--- src/rtl/ctlc_pkg.sv ---
// Contract
// - Below 3.0V battery sense means pre-charge; at or above it means fast-charge.
// - Target voltage and charge current come from charge control register fields.
// - Charging starts on bus power with charger enable set, even in pre-charge range.
// - Charging ends above target minus 0.1V while current is below 10 percent.
// - Separate expiry timers for pre-charge and fast-charge, each with a two-bit field.
// - Pre-charge timer: 40, 50, 60, 70 minutes; resets to 01.
// - Fast-charge timer: 6, 8, 10, 12 hours; resets to 01.
// - Timer holds, not cleared, while current is below 20 percent.
// - On expiry enter safe mode at 5mA until above target minus 0.1V.
// - Leaving safe mode raises an interrupt event.
// - Read-only status bit shows safe mode.
// - Safe mode clears on source removal or charger enable toggle.
// - Selector bit: zero software drives indicator, one charger drives it.
// - Software field: Hi-Z, 25% 0.5Hz, 25% 2Hz, drive low.
// - Mode bit picks mapping A or B under charger control; resets zero.
// - Mapping A: idle Z, alarm 1Hz, overvoltage 4Hz, charging low.
// - Mapping B: no source Z, charging 1Hz, alarm 4Hz, full low.
// - Battery absent below 2.2V, present above it.
// - Every change of battery presence raises an event.
// - Presence is a status bit; a configuration bit enables detection.
// - With a source present, a detection probe pulse every 16 seconds.
package ctlc_pkg;

  // register indices; byte address is four times the index
  localparam logic [5:0] IDX_STATUS   = 6'h01;
  localparam logic [5:0] IDX_LED_DET  = 6'h32;
  localparam logic [5:0] IDX_CHG_CTRL = 6'h33;
  localparam logic [5:0] IDX_TMR_CFG  = 6'h34;

  // field positions
  localparam int STAT_PRESENT  = 5;
  localparam int STAT_SAFE     = 3;
  localparam int LD_DET_EN     = 6;
  localparam int LD_SW_HI      = 5;
  localparam int LD_SW_LO      = 4;
  localparam int LD_SEL        = 3;
  localparam int CC_EN         = 7;
  localparam int CC_TGT_HI     = 6;
  localparam int CC_TGT_LO     = 5;
  localparam int CC_CUR_HI     = 3;
  localparam int CC_CUR_LO     = 0;
  localparam int TC_PRE_HI     = 7;
  localparam int TC_PRE_LO     = 6;
  localparam int TC_MODE       = 4;
  localparam int TC_FAST_HI    = 1;
  localparam int TC_FAST_LO    = 0;

  // reset values
  localparam logic [7:0] RST_LED_DET  = 8'h40;
  localparam logic [7:0] RST_CHG_CTRL = 8'hc8;
  localparam logic [7:0] RST_TMR_CFG  = 8'h41;

  // timing: one prescaler tick is 62.5 ms
  localparam int CLK_PERIOD_NS  = 20;
  localparam int TICK_PERIOD_NS = 62_500_000;
  localparam int TICK_CYCLES    = TICK_PERIOD_NS / CLK_PERIOD_NS;
  localparam int TICKS_PER_MIN  = 960;
  localparam int PRE_MIN_BASE   = 40;
  localparam int PRE_MIN_STEP   = 10;
  localparam int FAST_HR_BASE   = 6;
  localparam int FAST_HR_STEP   = 2;
  localparam int MIN_PER_HR     = 60;

  // blink phase bit pairs within the tick counter (period 2^(n+1) ticks)
  localparam int BLINK_4HZ   = 1;
  localparam int BLINK_2HZ   = 2;
  localparam int BLINK_1HZ   = 3;
  localparam int BLINK_0P5HZ = 4;

  // synchronised analogue comparator inputs
  localparam int NUM_SENSE    = 8;
  localparam int S_VBUS       = 0;
  localparam int S_BAT_LOW    = 1;
  localparam int S_AT_TARGET  = 2;
  localparam int S_BAT_2V2    = 3;
  localparam int S_I_LT10     = 4;
  localparam int S_I_LT20     = 5;
  localparam int S_VBUS_OV    = 6;
  localparam int S_DIE_HOT    = 7;

  // indicator pattern codes
  localparam logic [1:0] LED_HIZ  = 2'h0;
  localparam logic [1:0] LED_SLOW = 2'h1;
  localparam logic [1:0] LED_FAST = 2'h2;
  localparam logic [1:0] LED_LOW  = 2'h3;

  typedef enum logic [2:0] {
    CTLC_IDLE = 3'h0,
    CTLC_PRE  = 3'h1,
    CTLC_FAST = 3'h3,
    CTLC_DONE = 3'h2,
    CTLC_SAFE = 3'h6
  } ctlc_state_e;

endpackage

--- src/rtl/ctlc_top.sv ---
`timescale 1ns/1ps
`default_nettype none
module ctlc_top #(
  parameter int TICK_CYCLES = ctlc_pkg::TICK_CYCLES
) (
  // clock and reset
  input  wire logic        clock_i,
  input  wire logic        rst_i,
  // apb slave
  input  wire logic        psel_i,
  input  wire logic        penable_i,
  input  wire logic        pwrite_i,
  input  wire logic [7:0]  paddr_i,
  input  wire logic [31:0] pwdata_i,
  input  wire logic [3:0]  pstrb_i,
  output logic      [31:0] prdata_o,
  output logic             pready_o,
  output logic             pslverr_o,
  // analogue comparator results
  input  wire logic        vbus_present_i,
  input  wire logic        bat_below_precharge_i,
  input  wire logic        bat_above_target_i,
  input  wire logic        bat_above_detect_i,
  input  wire logic        current_below_10pct_i,
  input  wire logic        current_below_20pct_i,
  input  wire logic        vbus_over_6v3_i,
  input  wire logic        die_over_level2_i,
  // regulation controls
  output logic             charge_active_o,
  output logic             precharge_mode_o,
  output logic             safe_mode_o,
  output logic      [1:0]  charge_target_voltage_o,
  output logic      [3:0]  charge_current_setting_o,
  output logic             detect_probe_o,
  // events
  output logic             safe_exit_event_o,
  output logic             presence_event_o,
  // open-drain indicator
  output logic             charge_indicator_pin_o,
  output logic             charge_indicator_pin_oe_o
);

  localparam logic [22:0] TICK_LAST = 23'(TICK_CYCLES - 1);
  localparam logic [7:0]  PROBE_LAST = 8'hff;

  // writable bits of each control register; the rest read back as zero
  localparam logic [7:0]  WMASK_LED = 8'h78;
  localparam logic [7:0]  WMASK_CHG = 8'hef;
  localparam logic [7:0]  WMASK_TMR = 8'hd3;

  // local names for the package's state codes, nothing is imported
  typedef ctlc_pkg::ctlc_state_e ctlc_state_e;
  localparam ctlc_state_e CTLC_IDLE = ctlc_pkg::CTLC_IDLE;
  localparam ctlc_state_e CTLC_PRE  = ctlc_pkg::CTLC_PRE;
  localparam ctlc_state_e CTLC_FAST = ctlc_pkg::CTLC_FAST;
  localparam ctlc_state_e CTLC_DONE = ctlc_pkg::CTLC_DONE;
  localparam ctlc_state_e CTLC_SAFE = ctlc_pkg::CTLC_SAFE;

  logic [7:0]  led_det;
  logic [7:0]  chg_ctrl;
  logic [7:0]  tmr_cfg;
  logic [7:0]  status;
  logic [ctlc_pkg::NUM_SENSE-1:0] sync1;
  logic [ctlc_pkg::NUM_SENSE-1:0] sync2;
  logic [ctlc_pkg::NUM_SENSE-1:0] sync3;
  logic [ctlc_pkg::NUM_SENSE-1:0] sense;
  logic [22:0] presc;
  logic        tick;
  logic [7:0]  tick_cnt;
  logic [19:0] timer;
  logic [19:0] timer_limit;
  logic        expired;
  logic        timed_out;
  ctlc_state_e state;
  ctlc_state_e next_state;
  logic        present;
  logic [1:0]  led_code;
  logic        led_low;
  logic [5:0]  idx;
  logic        addr_ok;
  logic        wr_en;
  logic [7:0]  rd_byte;
  logic        charging;

  // three-stage synchronisers, value taken once stages two and three agree
  for (genvar g = 0; g < ctlc_pkg::NUM_SENSE; g++) begin : g_sync
    always_ff @(posedge clock_i or posedge rst_i) begin
      if (rst_i) begin
        sync1[g] <= 1'b0;
        sync2[g] <= 1'b0;
        sync3[g] <= 1'b0;
        sense[g] <= 1'b0;
      end else begin
        sync2[g] <= sync1[g];
        sync3[g] <= sync2[g];
        if (sync2[g] == sync3[g]) begin
          sense[g] <= sync3[g];
        end
        case (g)
          ctlc_pkg::S_VBUS:      sync1[g] <= vbus_present_i;
          ctlc_pkg::S_BAT_LOW:   sync1[g] <= bat_below_precharge_i;
          ctlc_pkg::S_AT_TARGET: sync1[g] <= bat_above_target_i;
          ctlc_pkg::S_BAT_2V2:   sync1[g] <= bat_above_detect_i;
          ctlc_pkg::S_I_LT10:    sync1[g] <= current_below_10pct_i;
          ctlc_pkg::S_I_LT20:    sync1[g] <= current_below_20pct_i;
          ctlc_pkg::S_VBUS_OV:   sync1[g] <= vbus_over_6v3_i;
          default:               sync1[g] <= die_over_level2_i;
        endcase
      end
    end
  end

  // free-running prescaler and tick counter
  always_ff @(posedge clock_i or posedge rst_i) begin
    if (rst_i) begin
      presc    <= '0;
      tick     <= 1'b0;
      tick_cnt <= '0;
    end else begin
      tick <= (presc == TICK_LAST);
      if (presc == TICK_LAST) begin
        presc <= '0;
      end else begin
        presc <= presc + 23'h1;
      end
      if (tick) begin
        tick_cnt <= tick_cnt + 8'h1;
      end
    end
  end

  // probe pulse once per tick counter wrap (256 ticks = 16 s)
  always_ff @(posedge clock_i or posedge rst_i) begin
    if (rst_i) begin
      detect_probe_o <= 1'b0;
    end else begin
      detect_probe_o <= tick && (tick_cnt == PROBE_LAST) && sense[ctlc_pkg::S_VBUS];
    end
  end

  // expiry limit in ticks for the current phase
  always_comb begin
    timer_limit = '0;
    if (state == CTLC_PRE) begin
      timer_limit = 20'((ctlc_pkg::PRE_MIN_BASE + ctlc_pkg::PRE_MIN_STEP *
        int'(tmr_cfg[ctlc_pkg::TC_PRE_HI:ctlc_pkg::TC_PRE_LO])) * ctlc_pkg::TICKS_PER_MIN);
    end else begin
      timer_limit = 20'((ctlc_pkg::FAST_HR_BASE + ctlc_pkg::FAST_HR_STEP *
        int'(tmr_cfg[ctlc_pkg::TC_FAST_HI:ctlc_pkg::TC_FAST_LO])) * ctlc_pkg::MIN_PER_HR *
        ctlc_pkg::TICKS_PER_MIN);
    end
  end

  assign expired = (timer >= timer_limit);

  always_comb begin
    next_state = state;
    if (!sense[ctlc_pkg::S_VBUS] || !chg_ctrl[ctlc_pkg::CC_EN]) begin
      next_state = CTLC_IDLE;
    end else begin
      case (state)
        CTLC_IDLE: begin
          next_state = sense[ctlc_pkg::S_BAT_LOW] ? CTLC_PRE : CTLC_FAST;
        end
        CTLC_PRE, CTLC_FAST: begin
          if (sense[ctlc_pkg::S_AT_TARGET] && sense[ctlc_pkg::S_I_LT10]) begin
            next_state = CTLC_DONE;
          end else if (expired) begin
            next_state = CTLC_SAFE;
          end else begin
            next_state = sense[ctlc_pkg::S_BAT_LOW] ? CTLC_PRE : CTLC_FAST;
          end
        end
        CTLC_SAFE: begin
          if (sense[ctlc_pkg::S_AT_TARGET]) begin
            next_state = CTLC_DONE;
          end
        end
        CTLC_DONE: next_state = CTLC_DONE;
        default:   next_state = CTLC_IDLE;
      endcase
    end
  end

  always_ff @(posedge clock_i or posedge rst_i) begin
    if (rst_i) begin
      state <= CTLC_IDLE;
    end else begin
      state <= next_state;
    end
  end

  // expiry timer, cleared on restart and on phase change, held at low current
  always_ff @(posedge clock_i or posedge rst_i) begin
    if (rst_i) begin
      timer <= '0;
    end else if (next_state != state) begin
      timer <= '0;
    end else if (tick && (state == CTLC_PRE || state == CTLC_FAST) &&
                 !sense[ctlc_pkg::S_I_LT20]) begin
      timer <= timer + 20'h1;
    end
  end

  // timeout alarm stays until the charge is restarted
  always_ff @(posedge clock_i or posedge rst_i) begin
    if (rst_i) begin
      timed_out <= 1'b0;
    end else if (next_state == CTLC_IDLE) begin
      timed_out <= 1'b0;
    end else if (next_state == CTLC_SAFE) begin
      timed_out <= 1'b1;
    end
  end

  assign charging = (state == CTLC_PRE) || (state == CTLC_FAST) || (state == CTLC_SAFE);

  // regulation controls and safe-mode exit event
  always_ff @(posedge clock_i or posedge rst_i) begin
    if (rst_i) begin
      charge_active_o          <= 1'b0;
      precharge_mode_o         <= 1'b0;
      safe_mode_o              <= 1'b0;
      charge_target_voltage_o  <= '0;
      charge_current_setting_o <= '0;
      safe_exit_event_o        <= 1'b0;
    end else begin
      charge_active_o          <= charging;
      precharge_mode_o         <= (state == CTLC_PRE);
      safe_mode_o              <= (state == CTLC_SAFE);
      charge_target_voltage_o  <= chg_ctrl[ctlc_pkg::CC_TGT_HI:ctlc_pkg::CC_TGT_LO];
      charge_current_setting_o <= chg_ctrl[ctlc_pkg::CC_CUR_HI:ctlc_pkg::CC_CUR_LO];
      safe_exit_event_o        <= (state == CTLC_SAFE) && (next_state != CTLC_SAFE);
    end
  end

  // battery presence detection
  always_ff @(posedge clock_i or posedge rst_i) begin
    if (rst_i) begin
      present          <= 1'b0;
      presence_event_o <= 1'b0;
    end else begin
      presence_event_o <= 1'b0;
      if (led_det[ctlc_pkg::LD_DET_EN] && (present != sense[ctlc_pkg::S_BAT_2V2])) begin
        present          <= sense[ctlc_pkg::S_BAT_2V2];
        presence_event_o <= 1'b1;
      end
    end
  end

  // indicator pattern selection
  always_comb begin
    led_code = ctlc_pkg::LED_HIZ;
    if (!led_det[ctlc_pkg::LD_SEL]) begin
      led_code = led_det[ctlc_pkg::LD_SW_HI:ctlc_pkg::LD_SW_LO];
    end else if (!tmr_cfg[ctlc_pkg::TC_MODE]) begin
      if (sense[ctlc_pkg::S_VBUS_OV]) begin
        led_code = ctlc_pkg::LED_FAST;
      end else if (timed_out || sense[ctlc_pkg::S_DIE_HOT]) begin
        led_code = ctlc_pkg::LED_SLOW;
      end else if (charging) begin
        led_code = ctlc_pkg::LED_LOW;
      end
    end else begin
      if (sense[ctlc_pkg::S_VBUS_OV] || timed_out || sense[ctlc_pkg::S_DIE_HOT]) begin
        led_code = ctlc_pkg::LED_FAST;
      end else if (charging) begin
        led_code = ctlc_pkg::LED_SLOW;
      end else if (state == CTLC_DONE) begin
        led_code = ctlc_pkg::LED_LOW;
      end
    end
  end

  // low phase is the last quarter of each blink period
  always_comb begin
    led_low = 1'b0;
    case ({led_det[ctlc_pkg::LD_SEL], led_code})
      {1'b0, ctlc_pkg::LED_SLOW}: led_low = &tick_cnt[ctlc_pkg::BLINK_0P5HZ -: 2];
      {1'b0, ctlc_pkg::LED_FAST}: led_low = &tick_cnt[ctlc_pkg::BLINK_2HZ -: 2];
      {1'b1, ctlc_pkg::LED_SLOW}: led_low = &tick_cnt[ctlc_pkg::BLINK_1HZ -: 2];
      {1'b1, ctlc_pkg::LED_FAST}: led_low = &tick_cnt[ctlc_pkg::BLINK_4HZ -: 2];
      {1'b0, ctlc_pkg::LED_LOW},
      {1'b1, ctlc_pkg::LED_LOW}:  led_low = 1'b1;
      default:                    led_low = 1'b0;
    endcase
  end

  always_ff @(posedge clock_i or posedge rst_i) begin
    if (rst_i) begin
      charge_indicator_pin_o    <= 1'b0;
      charge_indicator_pin_oe_o <= 1'b0;
    end else begin
      charge_indicator_pin_o    <= 1'b0;
      charge_indicator_pin_oe_o <= led_low;
    end
  end

  // apb decode: one wait state, unmapped or misaligned answers with pslverr
  assign idx     = paddr_i[7:2];
  assign addr_ok = (paddr_i[1:0] == 2'h0) &&
                   ((idx == ctlc_pkg::IDX_STATUS) || (idx == ctlc_pkg::IDX_LED_DET) ||
                    (idx == ctlc_pkg::IDX_CHG_CTRL) || (idx == ctlc_pkg::IDX_TMR_CFG));
  assign wr_en   = psel_i && penable_i && pready_o && pwrite_i && addr_ok && pstrb_i[0];

  assign status = {2'h0, present, 1'b0, (state == CTLC_SAFE), 3'h0};

  always_comb begin
    case (idx)
      ctlc_pkg::IDX_STATUS:   rd_byte = status;
      ctlc_pkg::IDX_LED_DET:  rd_byte = led_det;
      ctlc_pkg::IDX_CHG_CTRL: rd_byte = chg_ctrl;
      ctlc_pkg::IDX_TMR_CFG:  rd_byte = tmr_cfg;
      default:                rd_byte = 8'h00;
    endcase
  end

  always_ff @(posedge clock_i or posedge rst_i) begin
    if (rst_i) begin
      pready_o  <= 1'b0;
      pslverr_o <= 1'b0;
    end else begin
      pready_o  <= psel_i && penable_i && !pready_o;
      pslverr_o <= psel_i && penable_i && !pready_o && !addr_ok;
    end
  end

  // read data stands only in the answer cycle and is zero otherwise
  always_ff @(posedge clock_i or posedge rst_i) begin
    if (rst_i) begin
      prdata_o <= '0;
    end else if (psel_i && penable_i && !pready_o && !pwrite_i && addr_ok) begin
      prdata_o <= {24'h000000, rd_byte};
    end else begin
      prdata_o <= '0;
    end
  end

  // writable registers; status is read-only
  always_ff @(posedge clock_i or posedge rst_i) begin
    if (rst_i) begin
      led_det  <= ctlc_pkg::RST_LED_DET;
      chg_ctrl <= ctlc_pkg::RST_CHG_CTRL;
      tmr_cfg  <= ctlc_pkg::RST_TMR_CFG;
    end else if (wr_en) begin
      case (idx)
        ctlc_pkg::IDX_LED_DET:  led_det  <= pwdata_i[7:0] & WMASK_LED;
        ctlc_pkg::IDX_CHG_CTRL: chg_ctrl <= pwdata_i[7:0] & WMASK_CHG;
        ctlc_pkg::IDX_TMR_CFG:  tmr_cfg  <= pwdata_i[7:0] & WMASK_TMR;
        default:                led_det  <= led_det;
      endcase
    end
  end

endmodule
`default_nettype wire

--- config.mk ---
export PLATFORM = sky130hd
export DESIGN_NAME = ctlc_top
export DESIGN_NICKNAME = d
export VERILOG_FILES = /design/src/rtl/ctlc_pkg.sv /design/src/rtl/ctlc_top.sv
export SDC_FILE = /design/constraint.sdc
export NUM_CORES = 1
export LEC_CHECK = 0
export BUFFER_PORTS_ARGS = -buffer_cell sky130_fd_sc_hd__buf_4
export CORE_UTILIZATION = 30
export CTS_BUF_LIST = sky130_fd_sc_hd__clkbuf_8
export DETAILED_ROUTE_END_ITERATION = 12
export PLACE_DENSITY_LB_ADDON = 0.12
export RECOVER_POWER = 100
export SKIP_CTS_REPAIR_TIMING = 1
export SYNTH_ARGS = -nofsm -noshare
export SYNTH_HDL_FRONTEND = slang
export SYNTH_SLANG_ARGS = --single-unit
--- constraint.sdc ---
create_clock -name clock_i -period 6.3 [get_ports clock_i]
set_input_delay 0.315 -clock clock_i [delete_from_list [all_inputs] [get_ports clock_i]]
set_output_delay 0.315 -clock clock_i [all_outputs]
set_load 0.03 [all_outputs]
# --- After elaboration in Yosys (flattened, before gate mapping) ---
# Index checks and enable logic that the tools add are counted.
classes:
  n_addsub: 5
  mul: 4
  n_div: 0
  order_cmp: 1
  n_eq_ne: 28
  shift: 0
  muxes: 24
  bitwise_logic: 0
  n_reduce_logical: 46
ops:
  columns: ["cell", "count"]
  rows:
  - ["$mux 20", 3]
  - ["$pmux 8 s4", 1]
  - ["$add 23x1->23 const B", 1]
  - ["$eq 23x22->1 const B", 1]
  - ["$mux 23", 1]
  - ["$add 20x1->20 const B", 1]
  - ["$ge 20x20->1", 1]
  - ["$eq 6x6->1 const B", 3]
  - ["$mux 2", 9]
  - ["$logic_and 1x1->1", 17]
  - ["$eq 3x3->1 const B", 5]
  - ["$reduce_and 2->1", 7]
  - ["$eq 3x2->1 const B", 4]
  - ["$mul 8x4->12 const B", 1]
  - ["$mux 3", 4]
  - ["$pmux 3 s4", 1]
  - ["$mul 7x4->11 const B", 1]
  - ["$logic_or 1x1->1", 9]
  - ["$add 8x1->8 const B", 1]
  - ["$eq 1x1->1", 8]
  - ["$eq 8x8->1 const B", 1]
  - ["$mul 4x4->8 const B", 1]
  - ["$mux 8", 1]
  - ["$add 6x6->7 const A", 1]
  - ["other kinds (14)", 25]
word_totals:
  regBits: 152
  latchBits: 0
  ramBits: 0
  romBits: 0
  inputBits: 57
  output_inout_bits: 48
  word_cells: 162
  n_memories: 0

# --- Logic depth before layout (Yosys ltp) ---
depth:
  ltp_word: 12
  depth_mapped: 21
  mapped_depth_nobuf: 19

# --- Worst setup path before layout ---
# OpenSTA, ideal clock, no wires.
synth_path:
  path_kind: "register to register"
  from: "reg tmr_cfg[0]"
  to: "reg timer[0]"
  setup_time_ns: 0.142
  t_arrival_ns: 4.948
  required_ns: 6.158
  setup_slack_ns: 1.210
  stages_incl_launch_ff: 21
  n_path_buf: 2
  period_less_slack_ns: 5.090
  cell_sequence: "dfstp_2 -> inv_1 -> ha_1 -> clkbuf_1 -> xnor2_1 -> nor2_1 -> fa_1 -> xor2_1 -> ha_1 -> a21o_1 -> ha_1 -> a211oi_1 -> xnor2_1 -> a21oi_1 -> ha_1 -> a21oi_1 -> nor2_1 -> nor4_1 -> a21bo_2 -> clkbuf_1 -> a211oi_1"
synth_between:
  elab_chain_len: 11
  elab_cells_between_ends: 12
  classes_between: "add/sub (1); mul (2); order compare (1); eq/ne (1); mux (6); reduce/logical (1)"
synth_rtl:
  columns: ["element", "line", "source"]
  rows:
  - ["start: declaration", "ctlc_top.sv:61", "logic [7:0] tmr_cfg;"]
  - ["start signal: assignment", "ctlc_top.sv:344", "tmr_cfg <= ctlc_pkg::RST_TMR_CFG;"]
  - ["start signal: assignment", "ctlc_top.sv:349", "ctlc_pkg::IDX_TMR_CFG: tmr_cfg <= pwdata_i[7:0] & WMASK_TMR;"]
  - ["$add 3x3->4 (*)", "ctlc_top.sv:148", "timer_limit = 20'((ctlc_pkg::FAST_HR_BASE + ctlc_pkg::FAST_HR_STEP *"]
  - ["$mul 4x4->8 (*)", "ctlc_top.sv:149", "int'(tmr_cfg[ctlc_pkg::TC_FAST_HI:ctlc_pkg::TC_FAST_LO])) * ctlc_pkg::MIN_PER_HR *"]
  - ["$mul 8x4->12 (*)", "ctlc_top.sv:149", null]
  - ["$mux 20 (*)", "ctlc_top.sv:144", "if (state == CTLC_PRE) begin"]
  - ["$ge 20x20->1 (*)", "ctlc_top.sv:154", "assign expired = (timer >= timer_limit);"]
  - ["$mux 3 (*)", "ctlc_top.sv:168", "end else if (expired) begin"]
  - ["$mux 3 (*)", "ctlc_top.sv:166", "if (sense[ctlc_pkg::S_AT_TARGET] && sense[ctlc_pkg::S_I_LT10]) begin"]
  - ["$pmux 3 s4 (*)", "ctlc_top.sv:161", "case (state)"]
  - ["$mux 3 (*)", "ctlc_top.sv:158", "if (!sense[ctlc_pkg::S_VBUS] || !chg_ctrl[ctlc_pkg::CC_EN]) begin"]
  - ["$ne 3x3->1 (*)", "ctlc_top.sv:197", "end else if (next_state != state) begin"]
  - ["$mux 20 or $reduce_bool 2->1 (tied branches)", null, null]
  - ["end signal: assignment", "ctlc_top.sv:201", "timer <= timer + 20'h1;"]
  - ["end: declaration", "ctlc_top.sv:70", "logic [19:0] timer;"]
# Every way passes the cells marked *; elsewhere a longest branch is shown, timed or not.
# A chain may end at the register's enable or synchronous reset.

# --- Worst setup path after layout ---
layout_path:
  from: "reg tmr_cfg[0]"
  to: "reg timer[2]"
# Same word-level chain as after synthesis.

==> out/qor.txt <==
========================================================================================
Leading cell type in the layout, fill and taps excluded                     sky130_fd_sc_hd__dfrtp_1
WL met3                                                                      504 microns
Vias after detailed routing                                                        4,354
Depth of the most critical reg-to-reg path                                            18
Worst clock skew                                                              0.01537 ns
Post-synthesis mux area share                                                     4.585%
Largest family of logic cells by synthesized area                           simple AND/OR/NAND/NOR gates
Share of post-route cells with drive strength above 1                             12.31%
Number of synthesized register bits                                                  128
DRC violation total after the first TritonRoute iteration                            233
Adder-Cell Fraction of Synth Area                                                 8.855%
Count of cells along the worst hold path                                               2
Routed length on met1                                                       6771 microns
Req. time, crit path                                                             6.64 ns
Area fraction of the dominant cell type after synthesis                           48.01%
Portion of the clock cycle consumed by the worst path in the final layout         87.13%
First-pass GRT wire length                                                  22,560 microns
Final Non-Filler Cells                                                               928
Area inside the core boundary                                               20,490 sq um
Synthesis-to-finish area growth                                                   15.15%
Remaining Overflow, GRT                                                                0
Inserted Clock Buffers                                                                17
Avg Cell Area, Syn                                                           10.98 sq um
Nature of the critical path endpoint                                           flip-flop
Floorplan row count                                                                   52
Post-placement setup slack                                                     0.9467 ns
DRT Pass-1 Iters                                                                       4
Critical path type                                                          flip-flop to flip-flop
Measured slew at the worst slew-check pin                                       2.658 ns
Maximum buffer depth of the clock tree                                                 2
Total area of sequential cells                                                3211 sq um
Die height                                                                  147.6 microns
Lkg Pwr                                                                         3.284 nW
Sequential cell area fraction in the yosys report                                 50.49%
Post-Synth XOR/XNOR Area                                                          7.438%
Filler cell count                                                                  2,078
Complex-gate fraction of the synthesized area                                     8.756%
Detailed-route wire length                                                  13,170 microns
CTS Sinks                                                                            128
Number of port buffers                                                                52
Top post-synthesis cells by area                                            sky130_fd_sc_hd__dfrtp_1 (48%), sky130_fd_sc_hd__ha_1 (7.3%), sky130_fd_sc_hd__xor2_1 (3.9%)
Synth Area in Simple Gates                                                        14.72%
Number of warning messages in the yosys log                                            0
H-tree depth reported by CTS                                                           4
Number of enable-type register cells in the synthesized netlist                        0
Most Frequent Cell on Critical Path                                         sky130_fd_sc_hd__ha_1
Clock Tree Root                                                             sky130_fd_sc_hd__clkbuf_8
Number of endpoints with negative hold slack in the final report                       0
Final RePlAce weighted congestion                                                 0.7618
Final core utilization                                                            35.73%
Remaining design rule violation count                                                  0
Post-layout min period                                                          5.489 ns
Maximum number of pins on one net before global-route repair                          71
Crit path max fanout                                                                  20
Setup repair after global routing missed its margin                                false
Most used flip-flop cell after synthesis                                    sky130_fd_sc_hd__dfrtp_1
Number of slew-limit violations in the final report                                  146
Worst VDD drop                                                                 0.1151 mV
Data arrival time of the critical path                                           5.83 ns
Antenna violations before repair                                                       0
Overall die width                                                           147.6 microns
Sum of negative setup slack                                                         0 ns
Power density over the cells                                                228.0 nW/um^2
Max stage delay on crit path                                                     0.69 ns
Final setup vio count                                                                  0
Vias per inst                                                                      4.692
Cells after Synth                                                                    579
Total area of multi-input combinational cells                                 2869 sq um
Vias in the first global route                                                     4,313
Worst slew margin relative to its limit                                          -78.16%
Achievable frequency                                                           182.2 MHz
TritonCTS clock tree                                                               built
Net count reported at finish                                                         740
Clock transition at the registers of the reported paths                          0.08 ns
Initial cell density of the core                                                  31.03%
I/O pin cnt                                                                          105
Worst-path cell chain                                                       inv_1, ha_1, xnor2_1, nor2_1, fa_1, xor2_1, ha_1, a21o_1, ha_1, a211oi_1, xnor2_1, a21oi_1, ha_1, nand4_1, nor4_1, a22oi_1, a21bo_2, a211oi_1
Class of the tightest hold or removal check                                 input pin to flip-flop
Insertion delay to the later sink of the worst-skew pair                         0.44 ns
Netlist Area Pre-Place                                                        6359 sq um
Type of origin of the critical path                                            flip-flop
Status                                                                      finished, violations left
Aggregate global-route resource usage                                             13.20%
Violated checks                                                             max-capacitance violations, max-slew violations
Setup ws final                                                                 0.8110 ns
Commonest cells after routing, fill and taps aside                          sky130_fd_sc_hd__dfrtp_1 (122), sky130_fd_sc_hd__nor2_1 (53), sky130_fd_sc_hd__nand2_1 (42)
Antenna Diode Count                                                                    0
Die Outline Area                                                            21,780 sq um
Number of nets still failing antenna checks after routing                              0
Routed met2 length                                                          5813 microns
Cell Count Post-Placement                                                            888
Max-cap check violation count                                                          3
Synth area leader                                                           sky130_fd_sc_hd__dfrtp_1
HPWL Detailed                                                               9129 microns
Top routing layer in use                                                            met4
Post-synthesis cell type count                                                        55
Slowest CP cell                                                             sky130_fd_sc_hd__dfstp_1
Average routed wire per standard cell                                       14.20 microns
Async SR Flop Fraction                                                            100.0%
========================================================================================
-- routing by layer --
metal / vias to the layer above / global-route usage (%)
met1: 2126 / 18.60
met3: 7 / 2.870
li1: 2126 / -
met4: 0 / 5.722
met5: - / 0
met2: 95 / 19.39
-- power by group --
group	switching, mW	total [mW]	internal [mW]	leakage (nW)
sequential	0.00952	0.844	0.835	1.68
combinational	0.0476	0.0681	0.0206	1.39
clock	0.344	0.757	0.413	0.213
total	0.401	1.67	1.27	3.28
-- kinds of logic (layout without fill, tap and decap cells) --
group	count (synthesis)	in the layout
AO/OA/AOI/OAI	83	83
buffers and inverters	59	114
XOR/XNOR	54	54
other	1	25
AND/OR/NAND/NOR	186	186
multiplexers	22	22
flip-flops	128	128
adder cells (fa/ha/maj)	46	46
-- layout make-up --
type	count	area share, %
Sequential cell	128	43.85
Clock buffer	19	3.571
Tap cell	270	4.614
Timing Repair Buffer	65	5.673
Inverter	17	0.8886
Clock inverter	13	2.221
Multi-Input combinational cell	416	39.18
-- flip-flops by register name, indices dropped and copies added, names as in the netlist, 2 cells and up --
register	cells
tmr_cfg	5
timer	20
sync3	8
state	3
presc	23
led_det	4
sync1	8
sync2	8
sense	8
prdata_o	8
tick_cnt	8
chg_ctrl	7
charge_current_setting_o	4
charge_target_voltage_o	2
-- worst max-delay path: cells and delay by family, from the launching register on --
family | cells | cell delay (ns)
compound gates | 6 | 1.56
xor+xnor | 3 | 0.50
fa+ha+maj | 5 | 1.83
buf+inv | 1 | 0.19
flops | 1 | 0.69
simple gates | 3 | 0.61
-- stage by stage --
| step | hold WS, ns | instance area [sq um] | power [mW] |
|---|---|---|---|
| floorplan | 0.3312 | 6449 | 0.9112 |
| global placement | 0.3382 | 6962 | 0.9277 |
| detailed placement | 0.3364 | 6962 | 0.9288 |
| CTS | -0.06205 | 7386 | 1.699 |
| global route | 0.05879 | 7322 | 1.743 |
| finish | 0.07567 | 7322 | 1.670 |
-- synthesized netlist by cell type (3+ instances only) --
master,count
sky130_fd_sc_hd__a21o_1,3
sky130_fd_sc_hd__o21a_1,3
sky130_fd_sc_hd__nor2_1,53
sky130_fd_sc_hd__or3_1,5
sky130_fd_sc_hd__clkbuf_1,15
sky130_fd_sc_hd__nand2_1,42
sky130_fd_sc_hd__buf_4,25
sky130_fd_sc_hd__a31oi_1,7
sky130_fd_sc_hd__xor2_1,28
sky130_fd_sc_hd__mux2_2,9
sky130_fd_sc_hd__o21ai_0,15
sky130_fd_sc_hd__ha_1,37
sky130_fd_sc_hd__and4_1,5
sky130_fd_sc_hd__nor4_1,5
sky130_fd_sc_hd__and3_1,3
sky130_fd_sc_hd__inv_1,17
sky130_fd_sc_hd__dfstp_2,6
sky130_fd_sc_hd__maj3_1,8
sky130_fd_sc_hd__mux2_4,12
sky130_fd_sc_hd__nor2b_1,4
sky130_fd_sc_hd__a22oi_1,8
sky130_fd_sc_hd__or4b_1,4
sky130_fd_sc_hd__xnor2_1,26
sky130_fd_sc_hd__nor3_1,14
sky130_fd_sc_hd__nand3_1,19
sky130_fd_sc_hd__a21oi_1,15
sky130_fd_sc_hd__nand2b_1,5
sky130_fd_sc_hd__a211oi_1,21
sky130_fd_sc_hd__nand4_1,14
sky130_fd_sc_hd__dfrtp_1,122
-- path summary, 6_finish.rpt --
path                             start          end  slack, ns
min in group asynchronous        rst_i     timer[2]       0.61
setup / recovery            tmr_cfg[0]     timer[2]       0.81
hold reg to reg               sync1[5]     sync2[5]       0.35
hold / removal             pwdata_i[2]  chg_ctrl[2]       0.08
max in group asynchronous        rst_i     sync3[4]       3.01
setup reg to reg            tmr_cfg[0]     timer[2]       0.81
Note: power is estimated with default switching activity, not from simulation.
